===== src/wdmr_pkg.sv =====
`default_nettype none
// ============================================================
// Shared constants for the watchdog and manual reset supervisor.
package wdmr_pkg;

  // System clock rate in kHz, so that msec times multiply directly.
  localparam int CLK_FREQ_KHZ = 250000;

  // Counter width; the longest default count is 300,000,000 cycles.
  localparam int CNT_W = 32;

  // Push-button delay, rejection and recognition times in msec.
  localparam int PBD_TIME_MS = 4;
  localparam int PB_REJECT_MS = 1;
  localparam int PB_RECOG_MS = 20;

  // Minimum time the reset outputs stay active, in msec.
  localparam int RESET_HOLD_MS = 250;

  // Typical watchdog timeouts for the three select levels, in msec.
  localparam int WD_LOW_MS = 150;
  localparam int WD_OPEN_MS = 600;
  localparam int WD_HIGH_MS = 1200;

  // Longest guaranteed watchdog timeouts, in msec.
  localparam int WD_LOW_MAX_MS = 250;
  localparam int WD_OPEN_MAX_MS = 1000;
  localparam int WD_HIGH_MAX_MS = 2000;

  // Cycle counts derived from the times above.
  localparam int PBD_CYC = PBD_TIME_MS * CLK_FREQ_KHZ;
  localparam int PB_REJECT_CYC = PB_REJECT_MS * CLK_FREQ_KHZ;
  localparam int PB_RECOG_CYC = PB_RECOG_MS * CLK_FREQ_KHZ;
  localparam int RESET_HOLD_CYC = RESET_HOLD_MS * CLK_FREQ_KHZ;
  localparam int WD_LOW_CYC = WD_LOW_MS * CLK_FREQ_KHZ;
  localparam int WD_OPEN_CYC = WD_OPEN_MS * CLK_FREQ_KHZ;
  localparam int WD_HIGH_CYC = WD_HIGH_MS * CLK_FREQ_KHZ;
  localparam int WD_LOW_MAX_CYC = WD_LOW_MAX_MS * CLK_FREQ_KHZ;
  localparam int WD_OPEN_MAX_CYC = WD_OPEN_MAX_MS * CLK_FREQ_KHZ;
  localparam int WD_HIGH_MAX_CYC = WD_HIGH_MAX_MS * CLK_FREQ_KHZ;

  // Encoding of the three-level timeout select pin.
  localparam logic [1:0] SEL_LOW = 2'h0;
  localparam logic [1:0] SEL_OPEN = 2'h1;
  localparam logic [1:0] SEL_HIGH = 2'h2;

  // Number of pin input bits that pass the synchroniser.
  localparam int PIN_W = 4;
  localparam int PIN_MRST = 0;
  localparam int PIN_STRB = 1;
  localparam int PIN_SEL0 = 2;
  localparam int PIN_SEL1 = 3;

  // Supervisor states.
  typedef enum logic [2:0]
  {
    WDMR_RUN = 3'h1,
    WDMR_PUSH = 3'h2,
    WDMR_HOLD = 3'h4
  } wdmr_state_t;

endpackage
`default_nettype wire


===== src/wdmr_top.sv =====
`timescale 1ns/1ps
`default_nettype none
// ============================================================
// Watchdog and manual reset supervisor.
// Behaviour
// - Manual reset low for the push-button delay makes both outputs active.
// - After manual reset rises, outputs stay active at least 250 msec.
// - Debouncer rejects lows under 1 msec, accepts lows of 20 msec.
// - No strobe edge within the timeout forces both outputs active.
// - Timeout is 150, 600 or 1200 msec for select low, open, high.
// - A fresh timeout starts as soon as both outputs go inactive.
// - A falling strobe edge before expiry restarts the full timeout.
// - On watchdog expiry outputs go active for at least 250 msec.
// - Only falling strobe edges restart the watchdog.
// - Each timeout lies within its guaranteed range for its setting.
module wdmr_top
#(
  parameter int unsigned PBD_CYCLES = wdmr_pkg::PBD_CYC,
  parameter int unsigned HOLD_CYCLES = wdmr_pkg::RESET_HOLD_CYC,
  parameter int unsigned TO_LOW_CYCLES = wdmr_pkg::WD_LOW_CYC,
  parameter int unsigned TO_OPEN_CYCLES = wdmr_pkg::WD_OPEN_CYC,
  parameter int unsigned TO_HIGH_CYCLES = wdmr_pkg::WD_HIGH_CYC
)
(
  // Clock and reset.
  input wire logic clk_sys,
  input wire logic nrst,
  // Manual reset pin, low to request a reset.
  input wire logic manualResetN,
  // Watchdog strobe pin, falling edges restart the watchdog.
  input wire logic watchdogStrobeN,
  // Three-level timeout select: 0 low, 1 open, 2 high.
  input wire logic [1:0] timeoutSelect,
  // Complementary reset outputs toward the processor.
  output logic resetOut,
  output logic resetOutN
);
  import wdmr_pkg::*;

  localparam logic [CNT_W-1:0] HOLD_LAST = CNT_W'(HOLD_CYCLES - 1);

  // ============================================================
  // Elaboration checks on the counts.
  generate
    if (PBD_CYCLES < 1 || HOLD_CYCLES < 1)
    begin : g_bad_short
      $error("Debounce and hold counts must be at least one cycle.");
    end
    if (PBD_CYCLES > PB_RECOG_CYC)
    begin : g_bad_pbd
      $error("Debounce delay exceeds the guaranteed recognition time.");
    end
    // Timeouts must be ordered and within their longest bounds.
    if (TO_LOW_CYCLES < 1 || TO_LOW_CYCLES > TO_OPEN_CYCLES ||
        TO_OPEN_CYCLES > TO_HIGH_CYCLES)
    begin : g_bad_order
      $error("Watchdog timeouts must be nonzero and ordered.");
    end
    if (TO_LOW_CYCLES > WD_LOW_MAX_CYC ||
        TO_OPEN_CYCLES > WD_OPEN_MAX_CYC ||
        TO_HIGH_CYCLES > WD_HIGH_MAX_CYC)
    begin : g_bad_max
      $error("Watchdog timeout exceeds its guaranteed maximum.");
    end
  endgenerate

  // Maps a select level to the last count of its timeout.
  function automatic logic [CNT_W-1:0] selToLast(input logic [1:0] sel);
    logic [CNT_W-1:0] res;
    res = CNT_W'(TO_HIGH_CYCLES - 1);
    case (sel)
      SEL_LOW: res = CNT_W'(TO_LOW_CYCLES - 1);
      SEL_OPEN: res = CNT_W'(TO_OPEN_CYCLES - 1);
      SEL_HIGH: res = CNT_W'(TO_HIGH_CYCLES - 1);
      default: res = CNT_W'(TO_HIGH_CYCLES - 1);
    endcase
    return res;
  endfunction

  // ============================================================
  // Pin synchronisers, two flip-flops on every asynchronous input.
  logic [PIN_W-1:0] pinRaw;
  logic [PIN_W-1:0] syncA_r;
  logic [PIN_W-1:0] syncA_nxt;
  logic [PIN_W-1:0] syncB_r;
  logic [PIN_W-1:0] syncB_nxt;

  assign pinRaw = {timeoutSelect, watchdogStrobeN, manualResetN};

  genvar gi;
  generate
    for (gi = 0; gi < PIN_W; gi++)
    begin : g_sync
      // Next values of both stages of one bit.
      always_comb
      begin
        syncA_nxt[gi] = pinRaw[gi];
        syncB_nxt[gi] = syncA_r[gi];
      end

      // Stages idle high, the released level of the manual reset and strobe pins.
      always_ff @(posedge clk_sys or negedge nrst)
      begin
        if (!nrst)
        begin
          syncA_r[gi] <= 1'b1;
          syncB_r[gi] <= 1'b1;
        end
        else
        begin
          syncA_r[gi] <= syncA_nxt[gi];
          syncB_r[gi] <= syncB_nxt[gi];
        end
      end
    end
  endgenerate

  // ============================================================
  // Manual reset debouncing.
  logic pbActive;

  wdmr_debounce
  #(
    .DELAY_CYC(PBD_CYCLES)
  )
  u_debounce
  (
    .clk_sys(clk_sys),
    .nrst(nrst),
    .levelN(syncB_r[PIN_MRST]),
    .pressed(pbActive)
  );

  // ============================================================
  // Strobe falling-edge detection.
  logic strbPrev_r;
  logic strbPrev_nxt;
  logic strobeFall;

  // Only a high-to-low change counts; levels and rises are ignored.
  assign strobeFall = strbPrev_r & ~syncB_r[PIN_STRB];

  // Next value of the previous strobe level.
  always_comb
  begin
    strbPrev_nxt = syncB_r[PIN_STRB];
  end

  // Previous strobe level.
  always_ff @(posedge clk_sys or negedge nrst)
  begin
    if (!nrst)
      strbPrev_r <= 1'b1;
    else
      strbPrev_r <= strbPrev_nxt;
  end

  // ============================================================
  // Supervisor state machine, hold timer and watchdog timer.
  wdmr_state_t state_r;
  wdmr_state_t state_nxt;
  logic [CNT_W-1:0] cnt_r;
  logic [CNT_W-1:0] cnt_nxt;
  logic [CNT_W-1:0] toLast_r;
  logic [CNT_W-1:0] toLast_nxt;
  logic rstActive_r;
  logic rstActive_nxt;

  // Next state, shared counter and latched timeout.
  always_comb
  begin
    state_nxt = state_r;
    cnt_nxt = cnt_r;
    toLast_nxt = toLast_r;
    case (state_r)
      WDMR_RUN:
      begin
        if (pbActive)
        begin
          state_nxt = WDMR_PUSH;
          cnt_nxt = '0;
        end
        else if (strobeFall)
          cnt_nxt = '0;
        else if (cnt_r >= toLast_r)
        begin
          state_nxt = WDMR_HOLD;
          cnt_nxt = '0;
        end
        else
          cnt_nxt = cnt_r + 1'b1;
      end
      WDMR_PUSH:
      begin
        cnt_nxt = '0;
        if (!pbActive)
          state_nxt = WDMR_HOLD;
      end
      WDMR_HOLD:
      begin
        // Select is sampled only while reset stands.
        toLast_nxt = selToLast(syncB_r[PIN_SEL1:PIN_SEL0]);
        if (pbActive)
        begin
          state_nxt = WDMR_PUSH;
          cnt_nxt = '0;
        end
        else if (cnt_r == HOLD_LAST)
        begin
          state_nxt = WDMR_RUN;
          cnt_nxt = '0;
        end
        else
          cnt_nxt = cnt_r + 1'b1;
      end
      default:
      begin
        state_nxt = WDMR_HOLD;
        cnt_nxt = '0;
      end
    endcase
    rstActive_nxt = (state_nxt != WDMR_RUN);
  end

  // Registers; reset starts a full hold with outputs active.
  always_ff @(posedge clk_sys or negedge nrst)
  begin
    if (!nrst)
    begin
      state_r <= WDMR_HOLD;
      cnt_r <= '0;
      toLast_r <= CNT_W'(TO_HIGH_CYCLES - 1);
      rstActive_r <= 1'b1;
    end
    else
    begin
      state_r <= state_nxt;
      cnt_r <= cnt_nxt;
      toLast_r <= toLast_nxt;
      rstActive_r <= rstActive_nxt;
    end
  end

  // Complementary outputs from one flip-flop.
  assign resetOut = rstActive_r;
  assign resetOutN = ~rstActive_r;

  // ============================================================
  // Checks on the supervisor.

  property p_push_active;
    @(posedge clk_sys) disable iff (!nrst)
    pbActive |=> rstActive_r && state_r == WDMR_PUSH;
  endproperty
  a_push_active: assert property (p_push_active)
    else $error("Manual reset did not drive the outputs active.");

  property p_push_release_hold;
    @(posedge clk_sys) disable iff (!nrst)
    state_r == WDMR_PUSH && !pbActive |=>
      state_r == WDMR_HOLD && cnt_r == '0 && rstActive_r;
  endproperty
  a_push_release_hold: assert property (p_push_release_hold)
    else $error("Release of manual reset did not start a full hold.");

  property p_expiry_reset;
    @(posedge clk_sys) disable iff (!nrst)
    state_r == WDMR_RUN && cnt_r >= toLast_r && !strobeFall && !pbActive
      |=> state_r == WDMR_HOLD && cnt_r == '0 && resetOut && !resetOutN;
  endproperty
  a_expiry_reset: assert property (p_expiry_reset)
    else $error("Watchdog expiry did not force a reset.");

  property p_select_decode;
    @(posedge clk_sys) disable iff (!nrst)
    state_r == WDMR_HOLD |=>
      toLast_r == selToLast($past(syncB_r[PIN_SEL1:PIN_SEL0]));
  endproperty
  a_select_decode: assert property (p_select_decode)
    else $error("Timeout does not match the select level.");

  property p_select_stable;
    @(posedge clk_sys) disable iff (!nrst)
    state_r == WDMR_RUN && $past(state_r == WDMR_RUN) |-> $stable(toLast_r);
  endproperty
  a_select_stable: assert property (p_select_stable)
    else $error("Timeout changed while the watchdog was running.");

  property p_fresh_start;
    @(posedge clk_sys) disable iff (!nrst)
    $fell(rstActive_r) |-> state_r == WDMR_RUN && cnt_r == '0 &&
      $past(state_r == WDMR_HOLD) && $past(cnt_r) == HOLD_LAST;
  endproperty
  a_fresh_start: assert property (p_fresh_start)
    else $error("Watchdog did not start fresh on reset release.");

  property p_strobe_restart;
    @(posedge clk_sys) disable iff (!nrst)
    state_r == WDMR_RUN && strobeFall && !pbActive |=>
      state_r == WDMR_RUN && cnt_r == '0 && !rstActive_r;
  endproperty
  a_strobe_restart: assert property (p_strobe_restart)
    else $error("Strobe edge did not restart the watchdog.");

  property p_hold_kept;
    @(posedge clk_sys) disable iff (!nrst)
    state_r == WDMR_HOLD && cnt_r != HOLD_LAST && !pbActive |=>
      state_r == WDMR_HOLD && cnt_r == $past(cnt_r) + 1'b1 && rstActive_r;
  endproperty
  a_hold_kept: assert property (p_hold_kept)
    else $error("Reset hold was cut short.");

  property p_no_edge_counts;
    @(posedge clk_sys) disable iff (!nrst)
    state_r == WDMR_RUN && !strobeFall && !pbActive && cnt_r < toLast_r
      |=> cnt_r == $past(cnt_r) + 1'b1;
  endproperty
  a_no_edge_counts: assert property (p_no_edge_counts)
    else $error("Watchdog restarted without a falling strobe edge.");

endmodule
`default_nettype wire


===== src/wdmr_debounce.sv =====
`timescale 1ns/1ps
`default_nettype none
// ============================================================
// Debouncer for the active-low manual reset input.
module wdmr_debounce
#(
  parameter int unsigned DELAY_CYC = wdmr_pkg::PBD_CYC
)
(
  // Clock and reset.
  input wire logic clk_sys,
  input wire logic nrst,
  // Synchronised input level, low while pressed.
  input wire logic levelN,
  // Debounced press, high while the request stands.
  output logic pressed
);
  import wdmr_pkg::*;

  localparam logic [CNT_W-1:0] LAST = CNT_W'(DELAY_CYC - 1);

  logic [CNT_W-1:0] lowCnt_r;
  logic [CNT_W-1:0] lowCnt_nxt;
  logic pressed_r;
  logic pressed_nxt;

  // ============================================================
  // Low-time counter: a press counts only after a full delay low.
  always_comb
  begin
    lowCnt_nxt = '0;
    pressed_nxt = 1'b0;
    if (!levelN)
    begin
      pressed_nxt = pressed_r;
      lowCnt_nxt = lowCnt_r;
      if (lowCnt_r == LAST)
        pressed_nxt = 1'b1;
      else
        lowCnt_nxt = lowCnt_r + 1'b1;
    end
  end

  // Registers of the debouncer.
  always_ff @(posedge clk_sys or negedge nrst)
  begin
    if (!nrst)
    begin
      lowCnt_r <= '0;
      pressed_r <= 1'b0;
    end
    else
    begin
      lowCnt_r <= lowCnt_nxt;
      pressed_r <= pressed_nxt;
    end
  end

  assign pressed = pressed_r;

  // A press is recognised only after exactly the full low count.
  property p_press_after_delay;
    @(posedge clk_sys) disable iff (!nrst)
    $rose(pressed_r) |-> $past(lowCnt_r) == LAST && $past(!levelN);
  endproperty
  a_press_after_delay: assert property (p_press_after_delay)
    else $error("Press recognised before the debounce delay.");

  // A high input drops the press and the count at once.
  property p_release_clears;
    @(posedge clk_sys) disable iff (!nrst)
    levelN |=> !pressed_r && lowCnt_r == '0;
  endproperty
  a_release_clears: assert property (p_release_clears)
    else $error("Press or count survived a high input.");

endmodule
`default_nettype wire


===== config.mk =====
export PLATFORM = sky130hd
export DESIGN_NAME = wdmr_top
export DESIGN_NICKNAME = d
export VERILOG_FILES = /design/src/wdmr_pkg.sv /design/src/wdmr_top.sv /design/src/wdmr_debounce.sv
export SDC_FILE = /design/constraint.sdc
export NUM_CORES = 1
export LEC_CHECK = 0
export BUFFER_PORTS_ARGS = -buffer_cell sky130_fd_sc_hd__buf_2
export CORE_MARGIN = 2
export CORE_UTILIZATION = 45
export CTS_BUF_LIST = sky130_fd_sc_hd__clkbuf_4
export DETAILED_ROUTE_END_ITERATION = 8
export SLEW_MARGIN = 20
export SYNTH_ARGS = -nofsm -noshare
export SYNTH_HDL_FRONTEND = slang
export SYNTH_HIERARCHICAL = 1
export SYNTH_SLANG_ARGS = --single-unit

===== constraint.sdc =====
create_clock -name clk_sys -period 3.2 [get_ports clk_sys]
set_input_delay 0.32 -clock clk_sys [delete_from_list [all_inputs] [get_ports clk_sys]]
set_output_delay 0.32 -clock clk_sys [all_outputs]
set_load 0.05 [all_outputs]

==> impl_results.rst, run 1 <==
.. list-table::
   :header-rows: 1

   * - Metric
     - Value
   * - Hold buffer count at cts
     - 4
   * - Area contributors post-synth
     - sky130_fd_sc_hd__dfrtp_1 37%, sky130_fd_sc_hd__dfstp_2 7.8%, sky130_fd_sc_hd__ha_1 5.6%
   * - Warnings, synthesis
     - 6
   * - Number of antenna violations at the first check in global routing
     - 0
   * - Upper clock frequency limit
     - approximately 390 MHz
   * - Vias in the first global route
     - 3408
   * - Worst path max stage delay
     - 0.54 ns
   * - Clock insertion delay at the later pin of the skew report
     - 0.47 ns
   * - Root Buffer Master
     - sky130_fd_sc_hd__clkbuf_4
   * - Net count of the finished layout
     - 496
   * - Status
     - completed
   * - Share of synthesized flip-flops with an asynchronous set or reset
     - 100%
   * - Synth top area share
     - 37.0%
   * - Number of vias in the routed layout
     - 3366
   * - # Max-Cap Violations
     - 0
   * - Core footprint
     - 10300 µm²
   * - # diodes
     - 0
   * - Path type of the worst min-delay path
     - flop to flop
   * - Post-cts repair resize count
     - 0
   * - Post-detailed-placement half-perimeter wirelength
     - 6420 µm
   * - Summed instance area of the synthesized netlist
     - 4730 µm²
   * - TritonCTS Buffers
     - 9
   * - Worst-margin pin slew
     - 0.749 ns
   * - Post-synthesis register bit count
     - 84
   * - Instance area at placement
     - 4840 µm²
   * - Routed WL per cell
     - about 16 µm
   * - TNS Setup
     - 0 ns
   * - VDD IR max
     - between 0.3 and 0.4 mV
   * - Number of flops mapped to enable cells by yosys
     - 0
   * - CTS clk-pin slew, worst paths
     - between 0.1 and 0.15 ns
   * - Predominant post-synthesis flop cell
     - sky130_fd_sc_hd__dfrtp_1
   * - Gr usage total
     - 19.1%
   * - Final min period
     - 2.54 ns
   * - Total Routed Length
     - 9550 µm
   * - Top-level port count
     - 8
   * - Count of port buffers added during placement
     - 7
   * - Power per cell area
     - 339 nW/µm²
   * - Final-report hold violation count
     - 0
   * - Min Hold Slack
     - 0.366 ns
   * - Pre-Repair DR Iteration Count
     - 4
   * - Starting utilization of the core area
     - 46.0%
   * - Count of unique library cells instantiated by Yosys
     - 54
   * - Aggregate global routing overflow
     - 0
   * - Post-Synthesis Net Count
     - around 490
   * - Required arrival time at the worst endpoint
     - about 3.6 ns
   * - Worst Path Class, Setup
     - flop to flop
   * - DIE WIDTH
     - 107 µm
   * - Endpoint type of the worst setup path
     - flop
   * - Area added between synthesis and finish
     - 5.77%
   * - Fraction of layout instances using a drive strength above 1
     - 20.7%
   * - Top cell type by total area after synthesis
     - sky130_fd_sc_hd__dfrtp_1
   * - Residual DRC count
     - 0
   * - Chip height
     - 107 µm
   * - Relative slew margins
     - 50.1%
   * - Count of clock tree sinks
     - 84
   * - Post-CTS Setup Bufs
     - 0
   * - Number of instances in the synthesized netlist
     - 458
   * - Row Count
     - 37
   * - H-tree depth
     - 3
   * - Synth top cells by count
     - 70 x sky130_fd_sc_hd__dfrtp_1, 47 x sky130_fd_sc_hd__nor2_1, 33 x sky130_fd_sc_hd__nand2_1
   * - Final design instance area without fill
     - roughly 5000 µm²
   * - Setup repair after global routing missed its margin
     - no
   * - Bufs and invs on worst path
     - 2
   * - Setup violators final
     - 0
   * - Share of the yosys chip area belonging to registers
     - 44.8%
   * - Worst Path Arrival
     - 2.93 ns
   * - Max-slew violation total from the final report
     - 0
   * - Max Buffers Root-to-Sink
     - 2
   * - Family of cells with the greatest summed delay on the critical path
     - compound AO/OA/AOI/OAI gates
   * - Final weighted congestion of routability-driven global placement
     - 0.812
   * - Share of the cycle needed by the critical path after routing
     - ~80%
   * - Critical Path, Cell by Cell
     - inv_1, ha_1, a211o_1, a21o_1, a211oi_2, nand3_2, buf_12, a21boi_1
   * - Wire length of the first global-routing pass
     - 17000 µm
   * - Most instantiated library cell after synthesis
     - sky130_fd_sc_hd__dfrtp_1
   * - Maximum fanout along the worst path
     - 21
   * - Worst setup skew after layout
     - around 0.019 ns
   * - Routed via count divided by cell count
     - 5.52
   * - LEAKAGE
     - ~2.1 nW
   * - TritonCTS clock tree
     - done
   * - Initial detailed-routing violation count
     - 158
   * - Synthesized area per cell
     - 10.3 µm²
   * - Worst Setup Start Kind
     - flop
   * - Maximum number of pins on one net before global-route repair
     - 85
   * - Count of antenna-violating nets left after detailed routing
     - 0
   * - Slowest stage cell on the critical path
     - sky130_fd_sc_hd__dfstp_2
   * - Die area
     - around 11000 µm²
==> logic make-up (layout without fill, tap and decap cells) <==
logic type | count (synthesis) | after routing | synth area share [%]
compound gates | 69 | 69 | 11.0
fa+ha+maj | 21 | 21 | 5.55
simple gates | 200 | 200 | 24.3
xor+xnor | 55 | 55 | 10.2
flops | 84 | 84 | 44.8
mux | 1 | 1 | 0.212
buf+inv | 28 | 44 | 3.91
==> state kept, by name (all words and copies together) (netlist names), 3 cells and up <==
name and flops:
u_debounce/lowCnt_r 32, state_r 3, syncB_r 3, toLast_r 6, syncA_r 4, cnt_r 32
==> through the flow <==
stage	instances	power [mW]	utilization (%)	worst slack (ns)
CTS	609	1.73	48.6	0.637
floorplan	458	1.13	-	1.18
global placement	589	1.17	47.1	0.733
finish	610	1.69	48.7	0.655
detailed placement	589	1.17	47.1	0.679
global route	610	1.78	48.7	0.442
==> area by class of cell <==
cell class              count  area (µm²)
inverters                  12        45.0
multi-input cells         346        2430
well taps                 136         170
flip-flops and latches     84        2120
clock buffers              12        90.1
fillers                   976        5270
repair buffers             16         134
clock inverters             4        17.5
==> power breakdown <==
group          internal [mW]  leakage, nW  switching, mW  total, mW
clock                  0.179       0.0662          0.362      0.541
sequential              1.08         1.11         0.0148       1.10
combinational         0.0192        0.932         0.0392     0.0584
total                   1.28         2.11          0.416       1.69
==> path summary, 6_finish.rpt <==
kind,startpoint,to,slack [ns],cells after the start
max,toLast_r[24],cnt_r[1],0.66,8
min,syncA_r[1],strbPrev_nxt,0.37,0
max reg2reg,toLast_r[24],cnt_r[1],0.66,8
min reg2reg,syncA_r[1],strbPrev_nxt,0.37,0
max in group asynchronous,nrst,u_debounce/lowCnt_r[5],2.24,2
min in group asynchronous,nrst,cnt_r[10],0.46,2
==> layer usage <==
metal,up-vias,share of wire [%],GRT usage [%],wire length [µm]
li1,1647,-,-,-
met1,1663,51,27.0,4830
met2,37,44,28.2,4190
met3,19,3.5,5.40,336
met4,0,2.1,6.77,196
met5,-,0,0,0
==> cell usage in the layout, fill, tap and decap left out, drive strengths merged <==
cell type    synthesis  routed
buf                 12      11
a211oi               4       4
mux2i                1       1
a211o                2       2
nand2b               2       2
xnor2               26      26
clkbuf               4      12
or3                  6       6
o21ai               11      11
a21oi               38      38
inv                 12      12
nor3b                2       2
dfrtp               70      70
nor3                11      11
and2                 4       4
or4                  4       4
dfstp               14      14
nor2                47      47
a21o                 3       3
a21boi               5       5
nand3               28      28
and4                 6       6
nor4bb               1       1
and3                17      17
clkinv               0       4
nor4                13      13
nor4b                1       1
ha                  21      21
nand4               19      19
a31oi                3       3
o21bai               1       1
nor2b                3       3
o41ai                1       1
dlygate4sd3          0       5
o21a                 1       1
nand2               34      34
nand4b               2       2
xor2                29      29
(Power assumes the default switching activity.)
==> run 2: changes to the inputs <==
--- a/config.mk
+++ b/config.mk
@@ -5,6 +5,7 @@
 export SDC_FILE = /design/constraint.sdc
 export NUM_CORES = 1
 export LEC_CHECK = 0
+export ABC_AREA = 1
 export BUFFER_PORTS_ARGS = -buffer_cell sky130_fd_sc_hd__buf_2
 export CORE_MARGIN = 2
 export CORE_UTILIZATION = 45
==> constraint.sdc (replaced) <==
create_clock -name clk_sys -period 2.2 [get_ports clk_sys]
set_input_delay 0.22 -clock clk_sys [delete_from_list [all_inputs] [get_ports clk_sys]]
set_output_delay 0.22 -clock clk_sys [all_outputs]
set_load 0.05 [all_outputs]
==> run 2 against run 1 <==
  * The flow now finishes with violations (setup timing)
  * Worst setup slack got worse by 0.74 ns
  * Final cell count up 55%
  * Power is 55% higher
  * Synthesized cell count increased by 67%
  * Sequential cell count unchanged
  * Hold slack got worse by 0.23 ns
  * Clock power rose by 71%
  * First-iteration DRC count rose by 47%
  * Register-to-register slack got worse by 0.74 ns
  * Global-route usage rose by 4.6 points
  * Largest cell class unchanged
==> impl_results.rst, run 2 <==
.. list-table::
   :header-rows: 1

   * - Metric
     - Value
   * - Area added between synthesis and finish
     - 13.9% (was 5.77%)
   * - Fillers
     - 1149 (was 976)
   * - Total Routed Length
     - 14900 µm (was 9550 µm)
   * - Die area
     - 12800 µm² (was 11300 µm²)
   * - Number of instances in the synthesized netlist
     - 764 (was 458)
   * - Max-slew violation total from the final report
     - 0 (unchanged)
   * - Initial detailed-routing violation count
     - 233 (was 158)
   * - Net count of the finished layout
     - 826 (was 496)
   * - Final-report hold violation count
     - 0 (unchanged)
   * - Count of unique library cells instantiated by Yosys
     - 40 (was 54)
   * - Number of vias in the routed layout
     - 4845 (was 3366)
   * - Most common library cell in the layout ignoring fill and taps
     - sky130_fd_sc_hd__nand2_1 (was sky130_fd_sc_hd__dfrtp_1)
   * - Synth top area share
     - 32.6% (was 37.0%)
   * - Fraction of synthesized area in multiplexers
     - 0% (was 0.212%)
   * - Worst Setup Start Kind
     - flop (unchanged)
   * - Clock insertion delay at the later pin of the skew report
     - 0.46 ns (was 0.47 ns)
   * - Number of standard cells in the layout, taps in and fillers out
     - 947 (was 610)
   * - DP Cell Count
     - 919 (was 589)
   * - Endpoint type of the worst setup path
     - flop (unchanged)
   * - Core footprint
     - 11600 µm² (was 10300 µm²)
   * - Maximum number of pins on one net before global-route repair
     - 71 (was 85)
   * - Share of the yosys chip area belonging to registers
     - 39.4% (was 44.8%)
   * - Synthesized-area fraction occupied by adder cells
     - 4.88% (was 5.55%)
   * - Routed via count divided by cell count
     - 5.12 (was 5.52)
   * - Main combinational cell family by area after synthesis
     - simple AND/OR/NAND/NOR gates (unchanged)
   * - TritonCTS clock tree
     - done (unchanged)
   * - Number of flops mapped to enable cells by yosys
     - 0 (unchanged)
   * - Power per cell area
     - 429 nW/µm² (was 339 nW/µm²)
   * - Synth top cells by count
     - 214 x sky130_fd_sc_hd__nand2_1, 147 x sky130_fd_sc_hd__nor2_1, 98 x sky130_fd_sc_hd__inv_1 (was 70 x sky130_fd_sc_hd__dfrtp_1, 47 x sky130_fd_sc_hd__nor2_1, 33 x sky130_fd_sc_hd__nand2_1)
   * - Routed WL per cell
     - 15.7 µm (about the same)
   * - CTS clk-pin slew, worst paths
     - 0.14 ns (was 0.13 ns)
   * - Warnings, synthesis
     - 6 (unchanged)
   * - End of the critical path
     - cnt_r[13] (was cnt_r[1])
   * - Synthesized area per cell
     - 7.04 µm² (was 10.3 µm²)
   * - Min Hold Slack
     - 0.139 ns (was 0.366 ns)
   * - VDD IR max
     - 0.277 mV (was 0.327 mV)
   * - Post-synthesis register bit count
     - 84 (unchanged)
   * - Upper clock frequency limit
     - 438 MHz (was 393 MHz)
   * - # diodes
     - 0 (unchanged)
   * - Setup violators final
     - 28 (was 0)
   * - Most used cell along the critical path
     - sky130_fd_sc_hd__nand2_2
   * - Status
     - finished, violations left (was completed)
   * - Post-Synthesis Net Count
     - 791 (was 485)
   * - Worst path max stage delay
     - 0.57 ns (was 0.54 ns)
   * - Fraction of layout instances using a drive strength above 1
     - 16.7% (was 20.7%)
   * - Worst Path Class, Setup
     - flop to flop (unchanged)
   * - Count of clock tree sinks
     - 84 (unchanged)
   * - Chip height
     - 113 µm (was 107 µm)
   * - Post-synthesis xor/xnor area fraction
     - 3.91% (was 10.2%)
   * - Largest registers
     - cnt_r (32), u_debounce/lowCnt_r (32), toLast_r (6) (unchanged)
   * - Failing checks
     - setup timing
   * - DIE WIDTH
     - 113 µm (was 107 µm)
   * - Worst Path Arrival
     - 2.64 ns (was 2.93 ns)
   * - Residual DRC count
     - 0 (unchanged)
   * - Starting utilization of the core area
     - 46.5% (was 46.0%)
   * - Area contributors post-synth
     - sky130_fd_sc_hd__dfrtp_1 33%, sky130_fd_sc_hd__nand2_1 15%, sky130_fd_sc_hd__nor2_1 10% (was sky130_fd_sc_hd__dfrtp_1 37%, sky130_fd_sc_hd__dfstp_2 7.8%, sky130_fd_sc_hd__ha_1 5.6%)
   * - Relative slew margins
     - 48.3% (was 50.1%)
   * - Path type of the worst min-delay path
     - primary input to asynchronous set/reset pin (was flop to flop)
   * - Share of synthesized flip-flops with an asynchronous set or reset
     - 100% (unchanged)
   * - Critical Path, Cell by Cell
     - clkinvlp_4, ha_4, nand2_4, nor2_4, inv_2, nor2_2, nand2_1, nand2_2, nand2_2, nand2_2, o21ai_4, buf_12, nand2_4, nor2_1 (was inv_1, ha_1, a211o_1, a21o_1, a211oi_2, nand3_2, buf_12, a21boi_1)
   * - Worst setup skew after layout
     - 0.0169 ns (was 0.0193 ns)
   * - Root Buffer Master
     - sky130_fd_sc_hd__clkbuf_4 (unchanged)
   * - Start point of the critical path
     - toLast_r[23] (was toLast_r[24])
   * - Aggregate global routing overflow
     - 0 (unchanged)
   * - Vias in the first global route
     - 4778 (was 3408)
   * - Compound-gate portion of the synthesized area
     - 3.88% (was 11.0%)
   * - Count of antenna-violating nets left after detailed routing
     - 0 (unchanged)
   * - Depth of the most critical reg-to-reg path
     - 14 (was 8)
   * - Final weighted congestion of routability-driven global placement
     - 0.959 (was 0.812)
   * - Max Buffers Root-to-Sink
     - 2 (unchanged)
   * - Share of the cycle needed by the critical path after routing
     - 104% (was 79.5%)
   * - Number of antenna violations at the first check in global routing
     - 0 (unchanged)
   * - Final min period
     - 2.28 ns (was 2.54 ns)
   * - Wire length of the first global-routing pass
     - 23500 µm (was 17000 µm)
   * - Required arrival time at the worst endpoint
     - 2.56 ns (was 3.58 ns)
   * - Setup repair after global routing missed its margin
     - yes (was no)
   * - Minimum setup slack among reg-to-reg paths
     - -0.08 ns (was 0.66 ns)
   * - Highest-count cells in the layout ignoring fill and taps
     - 209 x sky130_fd_sc_hd__nand2_1, 127 x sky130_fd_sc_hd__nor2_1, 94 x sky130_fd_sc_hd__inv_1, 70 x sky130_fd_sc_hd__dfrtp_1, 49 x sky130_fd_sc_hd__nand3_1 (was 70 x sky130_fd_sc_hd__dfrtp_1, 47 x sky130_fd_sc_hd__nor2_1, 33 x sky130_fd_sc_hd__nand2_1, 29 x sky130_fd_sc_hd__xor2_1, 29 x sky130_fd_sc_hd__a21oi_2)
   * - TritonCTS Buffers
     - 9 (unchanged)
   * - Worst Setup Slack, final
     - -0.0845 ns (was 0.655 ns)
   * - Count of port buffers added during placement
     - 7 (unchanged)
   * - R2r endpoint
     - cnt_r[13] (was cnt_r[1])
   * - Predominant post-synthesis flop cell
     - sky130_fd_sc_hd__dfrtp_1 (unchanged)
   * - Row Count
     - 39 (was 37)
   * - Slowest stage cell on the critical path
     - sky130_fd_sc_hd__dfstp_2 (unchanged)
   * - Gr usage total
     - 23.7% (was 19.1%)
   * - Post-detailed-placement half-perimeter wirelength
     - 11000 µm (was 6420 µm)
   * - Post-synthesis simple-gate area fraction
     - 40.0% (was 24.3%)
   * - Pre-Repair DR Iteration Count
     - 5 (was 4)
   * - Top cell type by total area after synthesis
     - sky130_fd_sc_hd__dfrtp_1 (unchanged)
   * - H-tree depth
     - 3 (unchanged)
   * - Startpoint of the lowest-slack register-to-register path
     - toLast_r[23] (was toLast_r[24])
   * - Maximum fanout along the worst path
     - 6 (was 21)
   * - # Max-Cap Violations
     - 0 (unchanged)
   * - Most instantiated library cell after synthesis
     - sky130_fd_sc_hd__nand2_1 (was sky130_fd_sc_hd__dfrtp_1)
   * - LEAKAGE
     - 2.83 nW (was 2.11 nW)
   * - Summed instance area of the synthesized netlist
     - 5380 µm² (was 4730 µm²)
   * - Top-level port count
     - 8 (unchanged)
   * - Worst-margin pin slew
     - 0.771 ns (was 0.749 ns)
[run 2: where the power goes]
| group | internal (mW) | switching [mW] | total, mW | leakage, nW |
|---|---|---|---|---|
| clock | 0.369 | 0.556 | 0.925 | 0.0745 |
| combinational | 0.0391 | 0.0850 | 0.124 | 1.65 |
| sequential | 1.57 | 0.0111 | 1.58 | 1.11 |
| total | 1.98 | 0.652 | 2.63 | 2.83 |
[run 2: worst min path at each step]
stage	start	endpoint
after floorplan	nrst	cnt_r[0]
after global placement	nrst	cnt_r[8]
after detailed placement	nrst	cnt_r[8]
after CTS	nrst	cnt_r[13]
after global routing	nrst	cnt_r[13]
final	nrst	cnt_r[13]
[run 2: through the flow]
stage | cell area [µm²] | util, % | worst slack [ns] | power, mW | TNS [ns]
final | 6130 | 53.0 | -0.0845 | 2.63 | -1.52
after global routing | 6130 | 53.0 | -0.171 | 2.77 | -4.58
after CTS | 5840 | 50.5 | 0.0193 | 2.68 | 0
after detailed placement | 5660 | 48.9 | 0.0693 | 1.72 | 0
after global placement | 5660 | 48.9 | 0.130 | 1.72 | 0
after floorplan | 5380 | - | 0.310 | 1.66 | 0
[run 2: logic make-up (layout without fill, tap and decap cells)]
| group | Yosys count | in the layout |
|---|---|---|
| AND/OR/NAND/NOR | 490 | 493 |
| buffers and inverters | 109 | 146 |
| flip-flops | 84 | 84 |
| AO/OA/AOI/OAI | 36 | 36 |
| XOR/XNOR | 24 | 24 |
| adder cells (fa/ha/maj) | 21 | 21 |
[run 2: critical path: cells and delay by family, from the launching register on]
family / cells / cell delay, ns
adders and majority gates: 1 / 0.34
buffers and inverters: 3 / 0.39
and+or+nand+nor: 9 / 0.80
AOI/OAI and AO/OA: 1 / 0.08
DFF: 1 / 0.57
[run 2: final cells by class]
cell class              count  area [µm²]  share of cell area, %
clock buffers              11        82.6                   1.35
clock inverters             5        55.1                  0.898
repair buffers             28         249                   4.06
well taps                 143         179                   2.92
inverters                 102         392                   6.39
flip-flops and latches     84        2120                   34.6
multi-input cells         574        3050                   49.8
[run 2: what timing repair did]
item | 4_1_cts | 5_1_grt
gates resized for setup | 0 | 51
hold buffers | 5 | 0
endpoints found under the hold margin | 74 | 0
setup endpoints to repair | 0 | 29
buffers inserted | 0 | 4
[run 2: routing by layer]
metal  routed length (µm)  vias up  global-route usage (%)
li1                     -     2459                       -
met1                 6040     2237                    26.8
met2                 7590      108                    42.8
met3                  571       41                    4.02
met4                  661        0                    12.4
met5                    0        -                       0
==> run 3: changes to the inputs <==
--- a/config.mk
+++ b/config.mk
@@ -5,7 +5,7 @@
 export SDC_FILE = /design/constraint.sdc
 export NUM_CORES = 1
 export LEC_CHECK = 0
-export ABC_AREA = 1
+export ABC_AREA = 0
 export BUFFER_PORTS_ARGS = -buffer_cell sky130_fd_sc_hd__buf_2
 export CORE_MARGIN = 2
 export CORE_UTILIZATION = 45
==> run 3 against run 2 <==
  * The flow now finishes without violations
  * Critical path depth decreased by 4
  * Final cell count decreased by 34%
  * Clock power increased by 12%
  * Final area decreased by 11%
  * Sequential share of layout area increased by 4.5 points
  * Global-route usage decreased by 4.8 points
  * Worst setup slack improved by 0.14 ns
  * Clock skew increased by 0.0066 ns
  * Sequential power about the same
  * Register-to-register slack improved by 0.14 ns
  * Sequential cell count unchanged
  * Critical endpoint is now cnt_r[19]
==> impl_results.rst, run 3 (same netlist as run 1, synthesis figures left out) <==
.. list-table::
   :header-rows: 1

   * - Metric
     - Value
   * - Pre-Repair DR Iteration Count
     - 4 (was 5)
   * - Worst-margin pin slew
     - 0.623 ns (was 0.771 ns)
   * - Worst Setup Start Kind
     - flop (unchanged)
   * - Final weighted congestion of routability-driven global placement
     - 0.801 (was 0.959)
   * - Starting utilization of the core area
     - 46.0% (was 46.5%)
   * - Fillers
     - 928 (was 1149)
   * - Worst setup skew after layout
     - 0.0234 ns (was 0.0169 ns)
   * - Core footprint
     - 10300 µm² (was 11600 µm²)
   * - Largest registers
     - cnt_r (32), u_debounce/lowCnt_r (32), toLast_r (6) (unchanged)
   * - Upper clock frequency limit
     - 466 MHz (was 438 MHz)
   * - Worst Path Class, Setup
     - flop to flop (unchanged)
   * - Depth of the most critical reg-to-reg path
     - 10 (was 14)
   * - Most common library cell in the layout ignoring fill and taps
     - sky130_fd_sc_hd__dfrtp_1 (was sky130_fd_sc_hd__nand2_1)
   * - # Max-Cap Violations
     - 0 (unchanged)
   * - Count of clock tree sinks
     - 84 (unchanged)
   * - Post-detailed-placement half-perimeter wirelength
     - 6630 µm (was 11000 µm)
   * - Area used by sequential logic in the layout
     - 2120 µm² (about the same)
   * - Row Count
     - 37 (was 39)
   * - Area added between synthesis and finish
     - 14.8% (was 13.9%)
   * - Slowest stage cell on the critical path
     - sky130_fd_sc_hd__dfstp_2 (unchanged)
   * - Power per cell area
     - 502 nW/µm² (was 429 nW/µm²)
   * - Path type of the worst min-delay path
     - primary input to asynchronous set/reset pin (unchanged)
   * - R2r endpoint
     - cnt_r[19] (was cnt_r[13])
   * - Critical Path, Cell by Cell
     - inv_2, ha_4, nand4_1, a211o_1, a31oi_1, a211oi_2, nand3_2, buf_8, clkbuf_16, a21oi_2 (was clkinvlp_4, ha_4, nand2_4, nor2_4, inv_2, nor2_2, nand2_1, nand2_2, nand2_2, nand2_2, o21ai_4, buf_12, nand2_4, nor2_1)
   * - Setup violators final
     - 0 (was 28)
   * - Fraction of layout instances using a drive strength above 1
     - 27.2% (was 16.7%)
   * - Vias in the first global route
     - 3439 (was 4778)
   * - Maximum fanout along the worst path
     - 5 (was 6)
   * - Final-report hold violation count
     - 0 (unchanged)
   * - Root Buffer Master
     - sky130_fd_sc_hd__clkbuf_4 (unchanged)
   * - Endpoint type of the worst setup path
     - flop (unchanged)
   * - Top-level port count
     - 8 (unchanged)
   * - Status
     - completed (was finished, violations left)
   * - Worst path max stage delay
     - 0.55 ns (was 0.57 ns)
   * - Startpoint of the lowest-slack register-to-register path
     - toLast_r[23] (unchanged)
   * - DIE WIDTH
     - 107 µm (was 113 µm)
   * - H-tree depth
     - 3 (unchanged)
   * - Initial detailed-routing violation count
     - 158 (was 233)
   * - Count of antenna-violating nets left after detailed routing
     - 0 (unchanged)
   * - Residual DRC count
     - 0 (unchanged)
   * - Relative slew margins
     - 58.5% (was 48.3%)
   * - Worst Path Arrival
     - 2.48 ns (was 2.64 ns)
   * - Die area
     - 11300 µm² (was 12800 µm²)
   * - Net count of the finished layout
     - 514 (was 826)
   * - Final core area utilization
     - 52.8% (was 53.0%)
   * - Number of antenna violations at the first check in global routing
     - 1 (was 0)
   * - Wire length of the first global-routing pass
     - 17000 µm (was 23500 µm)
   * - Number of vias in the routed layout
     - 3465 (was 4845)
   * - Clock insertion delay at the later pin of the skew report
     - 0.46 ns (about the same)
   * - Minimum setup slack among reg-to-reg paths
     - 0.06 ns (was -0.08 ns)
   * - Setup repair after global routing missed its margin
     - yes (unchanged)
   * - CTS clk-pin slew, worst paths
     - 0.14 ns (about the same)
   * - Max-slew violation total from the final report
     - 0 (unchanged)
   * - Aggregate global routing overflow
     - 0 (unchanged)
   * - Required arrival time at the worst endpoint
     - 2.54 ns (was 2.56 ns)
   * - TritonCTS clock tree
     - done (unchanged)
   * - Gr usage total
     - 18.9% (was 23.7%)
   * - TNS Setup
     - 0 ns (was -1.52 ns)
   * - Routed WL per cell
     - 15.8 µm (was 15.7 µm)
   * - Routed via count divided by cell count
     - 5.51 (was 5.12)
   * - TritonCTS Buffers
     - 9 (unchanged)
   * - Total Routed Length
     - 9950 µm (was 14900 µm)
   * - Final design instance area without fill
     - 5430 µm² (was 6130 µm²)
   * - Chip height
     - 107 µm (was 113 µm)
   * - Share of the cycle needed by the critical path after routing
     - 97.5% (was 104%)
   * - Count of port buffers added during placement
     - 7 (unchanged)
   * - Instance area at placement
     - 4980 µm² (was 5660 µm²)
   * - VDD IR max
     - 0.311 mV (was 0.277 mV)
   * - Multi-input gate area in the final layout
     - 2550 µm² (was 3050 µm²)
   * - Maximum number of pins on one net before global-route repair
     - 54 (was 71)
   * - Highest-count cells in the layout ignoring fill and taps
     - 68 x sky130_fd_sc_hd__dfrtp_1, 47 x sky130_fd_sc_hd__nor2_1, 33 x sky130_fd_sc_hd__nand2_1, 29 x sky130_fd_sc_hd__xor2_1 (was 209 x sky130_fd_sc_hd__nand2_1, 127 x sky130_fd_sc_hd__nor2_1, 94 x sky130_fd_sc_hd__inv_1, 70 x sky130_fd_sc_hd__dfrtp_1, 49 x sky130_fd_sc_hd__nand3_1)
   * - Final min period
     - 2.14 ns (was 2.28 ns)
   * - LEAKAGE
     - 2.26 nW (was 2.83 nW)
   * - Max Buffers Root-to-Sink
     - 2 (unchanged)
-- run 3: cell count changes in the layout (fill, tap and decap cells not counted), sizes merged, moves of 8 or more --
cell   delta
nand2   -195
a21oi    +22
nor4      +8
nand3    -23
and3     +17
nor3      -8
inv      -87
xor2      +9
nor2    -119
xnor2    +22
-- run 3: worst max-delay path: cells and delay by family, from the launching register on --
| family | cells | cell delay, ns |
|---|---|---|
| compound gates | 4 | 0.55 |
| fa+ha+maj | 1 | 0.29 |
| buf+inv | 3 | 0.40 |
| flops | 1 | 0.55 |
| simple gates | 2 | 0.24 |
-- run 3: metal layers --
layer / vias up / wire length, µm / GRT usage (%)
met5: - / 0 / 0
met4: 0 / 212 / 8.16
met3: 15 / 182 / 3.13
met2: 27 / 4410 / 27.7
met1: 1732 / 5150 / 27.6
li1: 1691 / - / -
-- run 3: metrics by stage --
stage | hold slack (ns) | instances | setup slack (ns) | power [mW]
2_1_floorplan | -0.0756 | 458 | 0.183 | 1.65
5_1_grt | 0.230 | 629 | -0.0322 | 2.85
3_3_place_gp | 0.180 | 601 | -0.00484 | 1.70
3_5_place_dp | 0.183 | 601 | -0.0506 | 1.71
4_1_cts | 0.218 | 625 | 0.00162 | 2.75
6_report | 0.225 | 629 | 0.0555 | 2.73
-- run 3: area by class of cell --
class	instances	share of cell area, %
Inverter	12	0.875
Multi-Input combinational cell	346	46.9
Tap cell	136	3.13
Sequential cell	84	39.1
Clock inverter	6	1.59
Timing Repair Buffer	34	6.96
Clock buffer	10	1.38
Antenna cell	1	0.0461
-- run 3: power by group --
part,leakage (nW),total [mW],switching (mW),internal [mW]
sequential,1.11,1.59,0.0220,1.57
combinational,1.07,0.0980,0.0629,0.0351
clock,0.0884,1.04,0.562,0.474
total,2.26,2.73,0.647,2.08
-- run 3: how the worst max path moves through the flow --
stage	endpoint	startpoint	depth (start not counted)
6_report	cnt_r[19]	toLast_r[23]	10
5_1_grt	cnt_r[2]	cnt_r[0]	9
4_1_cts	cnt_r[1]	toLast_r[25]	9
3_5_place_dp	cnt_r[1]	toLast_r[13]	8
3_3_place_gp	cnt_r[1]	toLast_r[24]	8
2_1_floorplan	cnt_r[15]	toLast_r[13]	8
-- run 3: what timing repair did --
action | 4_1_cts | 5_1_grt
hold buffers | 5 | 0
setup buffers | 2 | 1
endpoints found under the setup margin | 32 | 32
endpoints found under the hold margin | 35 | 0
pin swaps | 2 | 9
gates cloned | 1 | 2
gates resized for setup | 6 | 21
